## config.mk

```make
export PLATFORM = sky130hd
export DESIGN_NAME = emi_window
export DESIGN_NICKNAME = d
export VERILOG_FILES = /design/src/design/emi_pkg.sv /design/src/design/emi_data_byte.sv /design/src/design/emi_window.sv
export SDC_FILE = /design/constraint.sdc
export NUM_CORES = 1
export LEC_CHECK = 0
export ABC_AREA = 1
export BUFFER_PORTS_ARGS = -buffer_cell sky130_fd_sc_hd__buf_4
export CELL_PAD_IN_SITES_DETAIL_PLACEMENT = 0
export CELL_PAD_IN_SITES_GLOBAL_PLACEMENT = 2
export CORE_ASPECT_RATIO = 1.5
export CORE_MARGIN = 10
export CORE_UTILIZATION = 25
export DETAILED_ROUTE_END_ITERATION = 12
export PLACE_DENSITY_LB_ADDON = 0.1
export SETUP_SLACK_MARGIN = 0.2
export SLEW_MARGIN = 20
export SYNTH_ARGS = -nofsm -noshare
export SYNTH_HDL_FRONTEND = slang
export SYNTH_HIERARCHICAL = 1
export SYNTH_SLANG_ARGS = --single-unit
```

## constraint.sdc

```tcl
create_clock -name clock -period 1.3 [get_ports clock]
set_input_delay 0.13 -clock clock [delete_from_list [all_inputs] [get_ports clock]]
set_output_delay 0.13 -clock clock [all_outputs]
set_load 0.01 [all_outputs]
```

## src/design/emi_pkg.sv

```systemverilog
// Constants for the extended memory indirect access window.
// Assumes byte-wide register offsets on the device's own register port.
package emi_pkg;

  // Register offsets, shared by both byte-order layouts
  localparam logic [7:0] EMI_OFS_30 = 8'h30;
  localparam logic [7:0] EMI_OFS_31 = 8'h31;
  localparam logic [7:0] EMI_OFS_32 = 8'h32;
  localparam logic [7:0] EMI_OFS_33 = 8'h33;
  localparam logic [7:0] EMI_OFS_CTL = 8'h34;
  localparam logic [7:0] EMI_OFS_36 = 8'h36;
  localparam logic [7:0] EMI_OFS_37 = 8'h37;

  // Field positions in the access control register
  localparam int EMI_CTL_ADDR_LSB = 0;
  localparam int EMI_CTL_ADDR_MSB = 4;
  localparam int EMI_CTL_WE_LSB   = 5;
  localparam int EMI_CTL_WE_MSB   = 6;
  localparam int EMI_CTL_START    = 7;

  // Field positions in the partial address registers
  localparam int EMI_A86_LSB = 5;
  localparam int EMI_A25_BIT = 0;

  // Reset values
  localparam logic [7:0]  EMI_BYTE_RST = 8'h00;
  localparam logic [25:1] EMI_ADDR_RST = 25'h0000000;
  localparam logic [1:0]  EMI_WE_RST   = 2'h0;

  // Documented extended address width in bits
  localparam int EMI_ADDR_W = 26;

  typedef enum logic [1:0] {
    EMI_IDLE = 2'b00,
    EMI_BUSY = 2'b01
  } emi_state_type;

  // Logical register selected by an offset and the byte order
  typedef enum logic [2:0] {
    EMI_SEL_NONE = 3'b000,
    EMI_SEL_A86  = 3'b001,
    EMI_SEL_A169 = 3'b010,
    EMI_SEL_A241 = 3'b011,
    EMI_SEL_A25  = 3'b100,
    EMI_SEL_CTL  = 3'b101,
    EMI_SEL_DL   = 3'b110,
    EMI_SEL_DH   = 3'b111
  } emi_sel_type;

endpackage

```

## src/design/emi_data_byte.sv

```systemverilog
// One data byte of the access window: software write, hardware load.
// Assumes both write strobes are on the same clock; hardware load wins.
`timescale 1ns/1ps
module emi_data_byte
  import emi_pkg::*;
(
  input  wire logic       clock,
  input  wire logic       resetn,
  input  wire logic       sw_we,
  input  wire logic [7:0] sw_data,
  input  wire logic       hw_we,
  input  wire logic [7:0] hw_data,
  output logic      [7:0] q
);

  logic [7:0] byte_ff;

  // Read data from the memory overrides a software write in the same cycle
  always_ff @(posedge clock or negedge resetn) begin
    if (!resetn) begin
      byte_ff <= EMI_BYTE_RST;
    end else if (hw_we) begin
      byte_ff <= hw_data;
    end else if (sw_we) begin
      byte_ff <= sw_data;
    end
  end

  assign q = byte_ff;

endmodule

```

## src/design/emi_window.sv

```systemverilog
// Indirect access window onto the word-addressed extended memory.
// Assumes a byte register port and a memory port on the same clock.
//
// How it works
// Word addressing; address bit zero always zero
// Address bits 5:1 in control bits 4:0
// LE 30h: address 8:6 at 7:5
// Address 16:9 at 31h LE, 32h BE
// Address 24:17 at 32h LE, 31h BE
// Address 25 at 33h LE, 30h BE
// Both enables clear: perform a read
// Upper enable writes the high byte
// Lower enable writes the low byte
// Software sets start bit to launch access
// Start bit self-clears when access finishes
// Software loads low byte before a write
// Read loads the low byte register
// Software loads high byte before a write
// Read loads the high byte register
// Byte-order bit selects layout of 30h-37h
// Big-endian swaps data high and low offsets
// Software polls start bit before touching window
`timescale 1ns/1ps
module emi_window
  import emi_pkg::*;
#(
  parameter int ADDR_W = EMI_ADDR_W
)
(
  input  wire logic        clock,
  input  wire logic        resetn,
  input  wire logic        big_end,
  input  wire logic [7:0]  reg_addr,
  input  wire logic        reg_wr,
  input  wire logic        reg_rd,
  input  wire logic [7:0]  reg_wdata,
  output logic      [7:0]  reg_rdata,
  output logic             mem_req,
  output logic      [25:0] mem_addr,
  output logic      [1:0]  mem_we,
  output logic      [15:0] mem_wdata,
  input  wire logic        mem_ack,
  input  wire logic [15:0] mem_rdata
);

  // The field layout is fixed at this width
  if (ADDR_W != EMI_ADDR_W) begin : g_width_check
    $error("emi_window: ADDR_W must be 26");
  end

  emi_state_type state_ff;
  emi_state_type nxt_state;
  logic [25:1]   addr_ff;
  logic [1:0]    we_ff;
  logic [7:0]    rdata_ff;
  logic [7:0]    nxt_rdata;
  logic [7:0]    data_lo;
  logic [7:0]    data_hi;
  emi_sel_type   sel;
  logic          busy;
  logic          sw_wr;
  logic          launch;
  logic          done;
  logic          rd_done;

  // Offset to logical register, per byte order
  function automatic emi_sel_type map_offset(
    input logic [7:0] ofs,
    input logic       be
  );
    emi_sel_type s;
    s = EMI_SEL_NONE;
    case (ofs)
      EMI_OFS_30: begin
        s = be ? EMI_SEL_A25 : EMI_SEL_A86;
      end
      EMI_OFS_31: begin
        s = be ? EMI_SEL_A241 : EMI_SEL_A169;
      end
      EMI_OFS_32: begin
        s = be ? EMI_SEL_A169 : EMI_SEL_A241;
      end
      EMI_OFS_33: begin
        s = be ? EMI_SEL_A86 : EMI_SEL_A25;
      end
      EMI_OFS_CTL: begin
        s = EMI_SEL_CTL;
      end
      EMI_OFS_36: begin
        s = be ? EMI_SEL_DH : EMI_SEL_DL;
      end
      EMI_OFS_37: begin
        s = be ? EMI_SEL_DL : EMI_SEL_DH;
      end
      default: begin
        s = EMI_SEL_NONE;
      end
    endcase
    return s;
  endfunction

  assign sel   = map_offset(reg_addr, big_end);
  assign busy  = (state_ff == EMI_BUSY);
  // Window is frozen while an access runs, so a careless write cannot
  // change the address or data under the memory's feet
  assign sw_wr = reg_wr && !busy;
  assign launch = sw_wr && (sel == EMI_SEL_CTL) &&
                  reg_wdata[EMI_CTL_START];
  assign done    = busy && mem_ack;
  assign rd_done = done && (we_ff == 2'h0);

  // Access sequencing
  always_comb begin
    nxt_state = state_ff;
    case (state_ff)
      EMI_IDLE: begin
        if (launch) begin
          nxt_state = EMI_BUSY;
        end
      end
      EMI_BUSY: begin
        if (mem_ack) begin
          nxt_state = EMI_IDLE;
        end
      end
      default: begin
        nxt_state = EMI_IDLE;
      end
    endcase
  end

  always_ff @(posedge clock or negedge resetn) begin
    if (!resetn) begin
      state_ff <= EMI_IDLE;
    end else begin
      state_ff <= nxt_state;
    end
  end

  // Address fields; bit zero is never stored
  always_ff @(posedge clock or negedge resetn) begin
    if (!resetn) begin
      addr_ff <= EMI_ADDR_RST;
    end else if (sw_wr) begin
      case (sel)
        EMI_SEL_CTL: begin
          addr_ff[5:1] <= reg_wdata[EMI_CTL_ADDR_MSB:EMI_CTL_ADDR_LSB];
        end
        EMI_SEL_A86: begin
          addr_ff[8:6] <= reg_wdata[7:EMI_A86_LSB];
        end
        EMI_SEL_A169: begin
          addr_ff[16:9] <= reg_wdata;
        end
        EMI_SEL_A241: begin
          addr_ff[24:17] <= reg_wdata;
        end
        EMI_SEL_A25: begin
          addr_ff[25] <= reg_wdata[EMI_A25_BIT];
        end
        default: begin
          addr_ff <= addr_ff;
        end
      endcase
    end
  end

  // Byte-lane write enables
  always_ff @(posedge clock or negedge resetn) begin
    if (!resetn) begin
      we_ff <= EMI_WE_RST;
    end else if (sw_wr && (sel == EMI_SEL_CTL)) begin
      we_ff <= reg_wdata[EMI_CTL_WE_MSB:EMI_CTL_WE_LSB];
    end
  end

  // Data bytes: software loads write data, a finished read reloads both
  emi_data_byte u_data_lo (
    .clock   (clock),
    .resetn  (resetn),
    .sw_we   (sw_wr && (sel == EMI_SEL_DL)),
    .sw_data (reg_wdata),
    .hw_we   (rd_done),
    .hw_data (mem_rdata[7:0]),
    .q       (data_lo)
  );

  emi_data_byte u_data_hi (
    .clock   (clock),
    .resetn  (resetn),
    .sw_we   (sw_wr && (sel == EMI_SEL_DH)),
    .sw_data (reg_wdata),
    .hw_we   (rd_done),
    .hw_data (mem_rdata[15:8]),
    .q       (data_hi)
  );

  // Memory port held steady for the whole access
  assign mem_req   = busy;
  assign mem_addr  = {addr_ff, 1'b0};
  assign mem_we    = busy ? we_ff : 2'h0;
  assign mem_wdata = {data_hi, data_lo};

  // Read path; reserved bits return zero
  always_comb begin
    nxt_rdata = 8'h00;
    case (sel)
      EMI_SEL_A86: begin
        nxt_rdata = {addr_ff[8:6], 5'h00};
      end
      EMI_SEL_A169: begin
        nxt_rdata = addr_ff[16:9];
      end
      EMI_SEL_A241: begin
        nxt_rdata = addr_ff[24:17];
      end
      EMI_SEL_A25: begin
        nxt_rdata = {7'h00, addr_ff[25]};
      end
      EMI_SEL_CTL: begin
        nxt_rdata = {busy, we_ff, addr_ff[5:1]};
      end
      EMI_SEL_DL: begin
        nxt_rdata = data_lo;
      end
      EMI_SEL_DH: begin
        nxt_rdata = data_hi;
      end
      default: begin
        nxt_rdata = 8'h00;
      end
    endcase
  end

  always_ff @(posedge clock or negedge resetn) begin
    if (!resetn) begin
      rdata_ff <= EMI_BYTE_RST;
    end else if (reg_rd) begin
      rdata_ff <= nxt_rdata;
    end
  end

  assign reg_rdata = rdata_ff;

  // Checks

  property p_ctl_addr;
    @(posedge clock) disable iff (!resetn)
    (sw_wr && reg_addr == EMI_OFS_CTL)
      |=> mem_addr[5:1] == $past(reg_wdata[4:0]) && mem_addr[0] == 1'b0;
  endproperty
  a_ctl_addr: assert property (p_ctl_addr)
    else $error("address 5:1 not taken from control write");

  property p_le_a86_read;
    @(posedge clock) disable iff (!resetn)
    (reg_rd && !reg_wr && !big_end && reg_addr == EMI_OFS_30)
      |=> reg_rdata == {mem_addr[8:6], 5'h00};
  endproperty
  a_le_a86_read: assert property (p_le_a86_read)
    else $error("little-endian 30h read wrong");

  property p_a169_place;
    @(posedge clock) disable iff (!resetn)
    (sw_wr && ((!big_end && reg_addr == EMI_OFS_31) ||
               (big_end && reg_addr == EMI_OFS_32)))
      |=> mem_addr[16:9] == $past(reg_wdata);
  endproperty
  a_a169_place: assert property (p_a169_place)
    else $error("address 16:9 placed at wrong offset");

  property p_a2417_place;
    @(posedge clock) disable iff (!resetn)
    (sw_wr && ((!big_end && reg_addr == EMI_OFS_32) ||
               (big_end && reg_addr == EMI_OFS_31)))
      |=> mem_addr[24:17] == $past(reg_wdata);
  endproperty
  a_a2417_place: assert property (p_a2417_place)
    else $error("address 24:17 placed at wrong offset");

  property p_a25_read;
    @(posedge clock) disable iff (!resetn)
    (reg_rd && !reg_wr && ((!big_end && reg_addr == EMI_OFS_33) ||
                           (big_end && reg_addr == EMI_OFS_30)))
      |=> reg_rdata == {7'h00, mem_addr[25]};
  endproperty
  a_a25_read: assert property (p_a25_read)
    else $error("address bit 25 read wrong");

  property p_launch_kind;
    @(posedge clock) disable iff (!resetn)
    launch |=> mem_req && mem_we == $past(reg_wdata[6:5]);
  endproperty
  a_launch_kind: assert property (p_launch_kind)
    else $error("access kind does not match enables");

  property p_write_data;
    @(posedge clock) disable iff (!resetn)
    (sw_wr && reg_addr == (big_end ? EMI_OFS_36 : EMI_OFS_37))
      ##1 !reg_wr ##1 launch
      |=> mem_wdata[15:8] == $past(reg_wdata, 3);
  endproperty
  a_write_data: assert property (p_write_data)
    else $error("high write byte not presented");

  property p_done_clears;
    @(posedge clock) disable iff (!resetn)
    (mem_req && mem_ack) ##1 (!mem_req && !launch) ##1
      (reg_rd && reg_addr == EMI_OFS_CTL)
      |=> !reg_rdata[7] && !mem_req;
  endproperty
  a_done_clears: assert property (p_done_clears)
    else $error("start bit not cleared after access");

  property p_read_load;
    @(posedge clock) disable iff (!resetn)
    (mem_req && mem_ack && mem_we == 2'h0)
      |=> mem_wdata == $past(mem_rdata);
  endproperty
  a_read_load: assert property (p_read_load)
    else $error("read data not loaded");

  property p_be_data_swap;
    @(posedge clock) disable iff (!resetn)
    (reg_rd && !reg_wr && !mem_ack && big_end &&
     reg_addr == EMI_OFS_36)
      |=> reg_rdata == mem_wdata[15:8];
  endproperty
  a_be_data_swap: assert property (p_be_data_swap)
    else $error("big-endian 36h is not data high");

  property p_le_data_low;
    @(posedge clock) disable iff (!resetn)
    (reg_rd && !reg_wr && !mem_ack && !big_end &&
     reg_addr == EMI_OFS_36)
      |=> reg_rdata == mem_wdata[7:0];
  endproperty
  a_le_data_low: assert property (p_le_data_low)
    else $error("little-endian 36h is not data low");

  property p_access_ends;
    @(posedge clock) disable iff (!resetn)
    (mem_req && mem_ack) |=> !mem_req && mem_we == 2'h0;
  endproperty
  a_access_ends: assert property (p_access_ends)
    else $error("access did not end on acknowledge");

  // Blocked window writes must not disturb a running access
  property p_port_steady;
    @(posedge clock) disable iff (!resetn)
    (mem_req && !mem_ack) |=> mem_req && $stable(mem_addr) &&
      $stable(mem_we) && $stable(mem_wdata);
  endproperty
  a_port_steady: assert property (p_port_steady)
    else $error("memory port changed during access");

endmodule

```

After elaboration in Yosys (flattened, before gate mapping). Cells that the tools add are included.

Register bits: 53.

Eq/ne operators: 17. Mux-type cells: 16. Reductions and logical operators: 18.

Operators by type and width (count): $eq A8 B6 Y1 const B (7); $pmux W8 S7 (1); $mux W8 (4); $pmux W3 S7 (1); $eq A3 B3 Y1 const B (4); $reduce_and A2 Y1 (6); $logic_and A1 B1 Y1 (7); $eq A3 B2 Y1 const B (2); $mux W2 (3); $mux W3 (2); $logic_not A2 Y1 (2); $mux W1 (4); $ne A2 B2 Y1 const B (2); $pmux W2 S2 (1); $reduce_bool A2 Y1 (2); $eq A3 B1 Y1 const B (1); $eq A2 B1 Y1 const B (1); $logic_not A1 Y1 (1).

Depth between registers and ports, before layout.
Depth after elaboration: 7. Depth in mapped cells: 14. Mapped depth without buffers: 14.

Hierarchy. Netlist, hierarchy kept.

By module, submodules not included: emi_window (sequential area each 900.9 µm², cells an instance 301, times used 1, area an instance 2120.8 µm²); emi_data_byte (sequential area each 200.2 µm², cells an instance 44, times used 2, area an instance 374.1 µm²).

Worst setup path before layout. No wires, ideal clock.

Kind: input port to flip-flop. Start point: in reg_addr[6]. End point: reg u_data_hi.byte_ff[5] (netlist: u_data_hi/q[5]). Slack: -0.200 ns. Required time: 1.176 ns. Stages: 13. Arrival time: 1.376 ns. Cells stage by stage: inv_1 nand2_1 nor2_1 nand3_1 nand2_2 nor2_4 nand2_1 nand3_1 nor2_1 buf_4 nor2_4 nand2_1 nand3_1.

Longest elaborated chain between the ends: 5. Elaborated cells between the ends (all ways): 11. Those cells by class: eq/ne: 8; mux: 1; reduce/logical: 2.

Ends and longest elaborated chain: start, declared (RTL line emi_window.sv:33) `input wire logic [7:0] reg_addr,`; $eq A8 B6 Y1 (RTL line emi_window.sv:73) `case (ofs)`; $pmux W3 S7 * (RTL line emi_window.sv:73); $eq A3 B3 Y1 * (RTL line emi_window.sv:191) `.sw_we (sw_wr && (sel == EMI_SEL_DH)),`; $logic_and A1 B1 Y1 * (RTL line emi_window.sv:191); $reduce_bool A2 Y1 (no line) *; end signal, assigned (RTL line emi_data_byte.sv:23) `byte_ff <= hw_data;`; end signal, assigned (RTL line emi_data_byte.sv:25) `byte_ff <= sw_data;`; end, declared (RTL line emi_data_byte.sv:16) `logic [7:0] byte_ff;`.

Mark *: on every way between the ends. The rest lies on a longest branch, timed or not. A chain may end at the register's enable or synchronous reset.

Worst setup path after layout.
Start point: in reg_addr[7]. End point: reg u_data_lo.byte_ff[6] (netlist: u_data_lo/q[6]).

Longest elaborated chain between the ends: 5. Elaborated cells between the ends (all ways): 11. Those cells by class: eq/ne: 8; mux: 1; reduce/logical: 2.

Ends and longest elaborated chain: $eq A8 B6 Y1 (RTL line emi_window.sv:73); $pmux W3 S7 * (RTL line emi_window.sv:73); $eq A3 B3 Y1 * (RTL line emi_window.sv:181) `.sw_we (sw_wr && (sel == EMI_SEL_DL)),`; $logic_and A1 B1 Y1 * (RTL line emi_window.sv:181); $reduce_bool A2 Y1 (no line) *; end signal, assigned (RTL line emi_data_byte.sv:23); end signal, assigned (RTL line emi_data_byte.sv:25); end, declared (RTL line emi_data_byte.sv:16).

Marks and branches as above.

==> summary.md <==
| Metric | Value |
|---|---|
| Status | finished with violations |
| Failing checks | negative setup slack |
| Most frequent cell after synthesis | nand2_1 |
| Antenna diodes | 0 |
| # setup viols final | 1 |
| Die Ht | 151 um |
| Chip Width | 107 um |
| Post-synthesis sequential element count | 52 |
| Synthesized area | 2870 um^2 |
| Ys async rst share | 1.00 |
| DP Worst Slack | -0.473 ns |
| TritonRoute pass-1 iters | 4 |
| CTS tree | built |
| Die area | 16,200 um^2 |
| Register area share after synthesis | 0.454 |
| CP required | 1.48 ns |
| Root Driver | clkbuf_16 |
| Fin cells | 668 |
| Highest Clock Rate | 769 MHz |
| CTS clk-pin slew, worst paths | 0.07 ns |
| Min-delay worst type | in -> reg |
| Arrival time worst endpoint | 1.49 ns |
| Delay-heaviest family, CP | simple AND/OR/NAND/NOR gates |
| CTS Sinks | 52 |
| Period utilization | 1.00 |
| Crit-path max cell delay | 0.18 ns |
| Largest net degree at the start of global routing | 33 |
| Count of cell types in the netlist | 28 |
| RSZ-0062 raised after global routing | yes |
| Number of port buffers | 89 |
| Post-DP HPWL | 8360 um |
| Slowest-stage cell, CP | nor2_2 |
| Count of flip-flops with a built-in enable after synthesis | 0 |
| Layout cells sized above 1 | 0.509 |
| Synthesis-to-layout area growth | 69.3% |
| Vias/cell | 4.48 |
| Drt total wl | 10,800 um |
| Depth of the worst register-to-register path | 7 |
| Startpoint Class | input pin |
| Layout Nets | 558 |
| Worst path cell trace | buf_8 > nor2_4 > nand2_8 > nor2_4 > nand2_2 > nand3_4 > nand4_1 > nor2_2 > buf_6 > nor2_4 > nand2_1 > nand3_1 |
| Starting Density | 0.258 |
| H-tree levels | 2 |
| Prevailing post-synth register cell | dfrtp_1 |
| # DRC | 0 |
| Placer Congestion | 0.756 |
| Final WS setup | -0.000129 ns |
| Initial antenna violation count | 0 |
| Leak | 2.37 nW |
| Design Area, Final | 4860 um^2 |
| Max-cap viol count | 0 |
| Antenna viol nets, final | 0 |
| TritonCTS buffer count | 5 |
| PD cells | 875 nW/um^2 |
| Routed WL per cell | 16.1 um |
| Maximum vdd drop | 0.462 mV |
| Crit end category | register |
| Syn_nets | 427 |
| Minimum clock period | 1.30 ns |
| Worst Hold Margin | 0.0124 ns |
| GRT Resource Usage Total | 0.135 |
| Top cell type by total area after synthesis | dfrtp_1 |
| Yosys warns | 6 |
| Initial DRC Count | 62 |
| Post-synth top area share | 0.454 |
| Largest cells by area after synthesis | dfrtp_1 45%, nand2_1 17%, nand3_1 8.9% |
| WP depth | 12 |
| Max clock buf depth | 2 |
| Gr ovfl total | 0 |
| Rows | 47 |
| Global-route wire length before repair | 17,100 um |
| Critical Path Most Common Cell | nor2_4 |
| Tot Pwr | 4.25 mW |
| Core Area | 11,100 um^2 |
| Max Slew Vio Count | 0 |
| Min-Delay Path Depth | 2 |
| Post-Synthesis Cells | 389 |
| Core Util, Final | 0.437 |
| CP bufs+invs | 2 |
| Mean area per synthesized cell | 7.38 um^2 |
| Fin. Hold Viols | 0 |
| Clock Skew | 0.00575 ns |
| Vias in the first global route | 3,181 |
| Placed Area | 3980 um^2 |
| Post-Place Cells | 644 |
| Setup_tns | -0.000129 ns |
| Clk Latency, worst-skew pair | 0.30 ns |
| Synth top cells by count | 127 x nand2_1, 52 x dfrtp_1, 51 x nand3_1 |
| I/O pin count | 91 |
| Vias | 2,994 |
| Critical Path Fanout Max | 8 |
| CP Class | in -> reg |
## layout by cell type, fill, tap and decap left out, types with 3 or more instances in the layout
cell / netlist / routed
buf_6: 3 / 18
nand2_2: 5 / 21
dfrtp_1: 52 / 51
clkbuf_16: 0 / 5
o21ai_2: 0 / 11
o21ai_1: 0 / 6
buf_12: 0 / 7
buf_8: 0 / 6
o21a_1: 3 / 3
inv_4: 0 / 4
nand2_4: 1 / 10
buf_4: 3 / 98
nor2_1: 42 / 20
nor2_4: 6 / 22
a21oi_1: 10 / 8
nand2_8: 0 / 5
inv_2: 7 / 12
nor2_2: 4 / 10
nand2_1: 127 / 97
nand3_2: 1 / 15
nand3_1: 51 / 36
o21ai_0: 20 / 3
a21oi_2: 2 / 4
nand3_4: 2 / 3
inv_1: 34 / 23
nand4_1: 4 / 4
## worst reg2reg max path, cell delays in order (launching register included)
cell	delay (ns)
dfrtp_2	0.44
inv_4	0.09
nand2_8	0.09
nor2_2	0.18
buf_6	0.15
nor2_4	0.06
nand2_1	0.07
nand3_1	0.06
## registers in the layout (all words and copies together) (netlist names)
name / count
reg_rdata: 8
addr_ff: 25
u_data_hi/q: 8
state_ff: 1
u_data_lo/q: 8
we_ff: 2
## report_power, final
group | total, mW | switching (mW) | internal, mW
registers | 1.95 | 0.178 | 1.78
logic | 0.880 | 0.431 | 0.449
clock network | 1.42 | 0.682 | 0.733
## final cells by class
type	count	area (um^2)
fill	1152	6260
multi-input combinational	286	1810
sequential	52	1300
timing repair buffer	133	1220
inverter	42	190
tap	147	184
clock buffer	5	125
clock inverter	3	27.5
## final timing paths
kind / endpoint / slack (ns) / from
hold / removal: state_ff[0] / 0.01 / mem_ack
max in group asynchronous: addr_ff[1] / 0.55 / resetn
setup reg to reg: u_data_lo/q[6] / 0.04 / state_ff[0]
setup / recovery: u_data_lo/q[6] / -0.0001 / reg_addr[7]
min in group asynchronous: addr_ff[14] / 0.27 / resetn
hold reg to reg: reg_rdata[2] / 0.48 / reg_rdata[2]
## per-layer routing
layer | global-route usage | wire length, um
met5 | 0 | 0
met4 | 0.0442 | 134
met3 | 0.0336 | 526
met2 | 0.240 | 5830
met1 | 0.155 | 4290
## repair_timing
item | 4_1_cts | 5_1_grt
pin swaps | 37 | 18
endpoints found under the setup margin | 54 | 54
buffers inserted | 5 | 6
cloned | 2 | 2
hold buffers | 1 | 0
hold endpoints to repair | 20 | 0
gates resized for setup | 99 | 71
## cells by family (layout without fill, tap and decap cells)
family          Yosys count  after routing  synth area share
simple gates            246            246             0.391
flops                    52             52             0.454
buf+inv                  51            183            0.0785
compound gates           39             39            0.0759
other cells               1              1           0.00131
(Power assumes the default switching activity.)
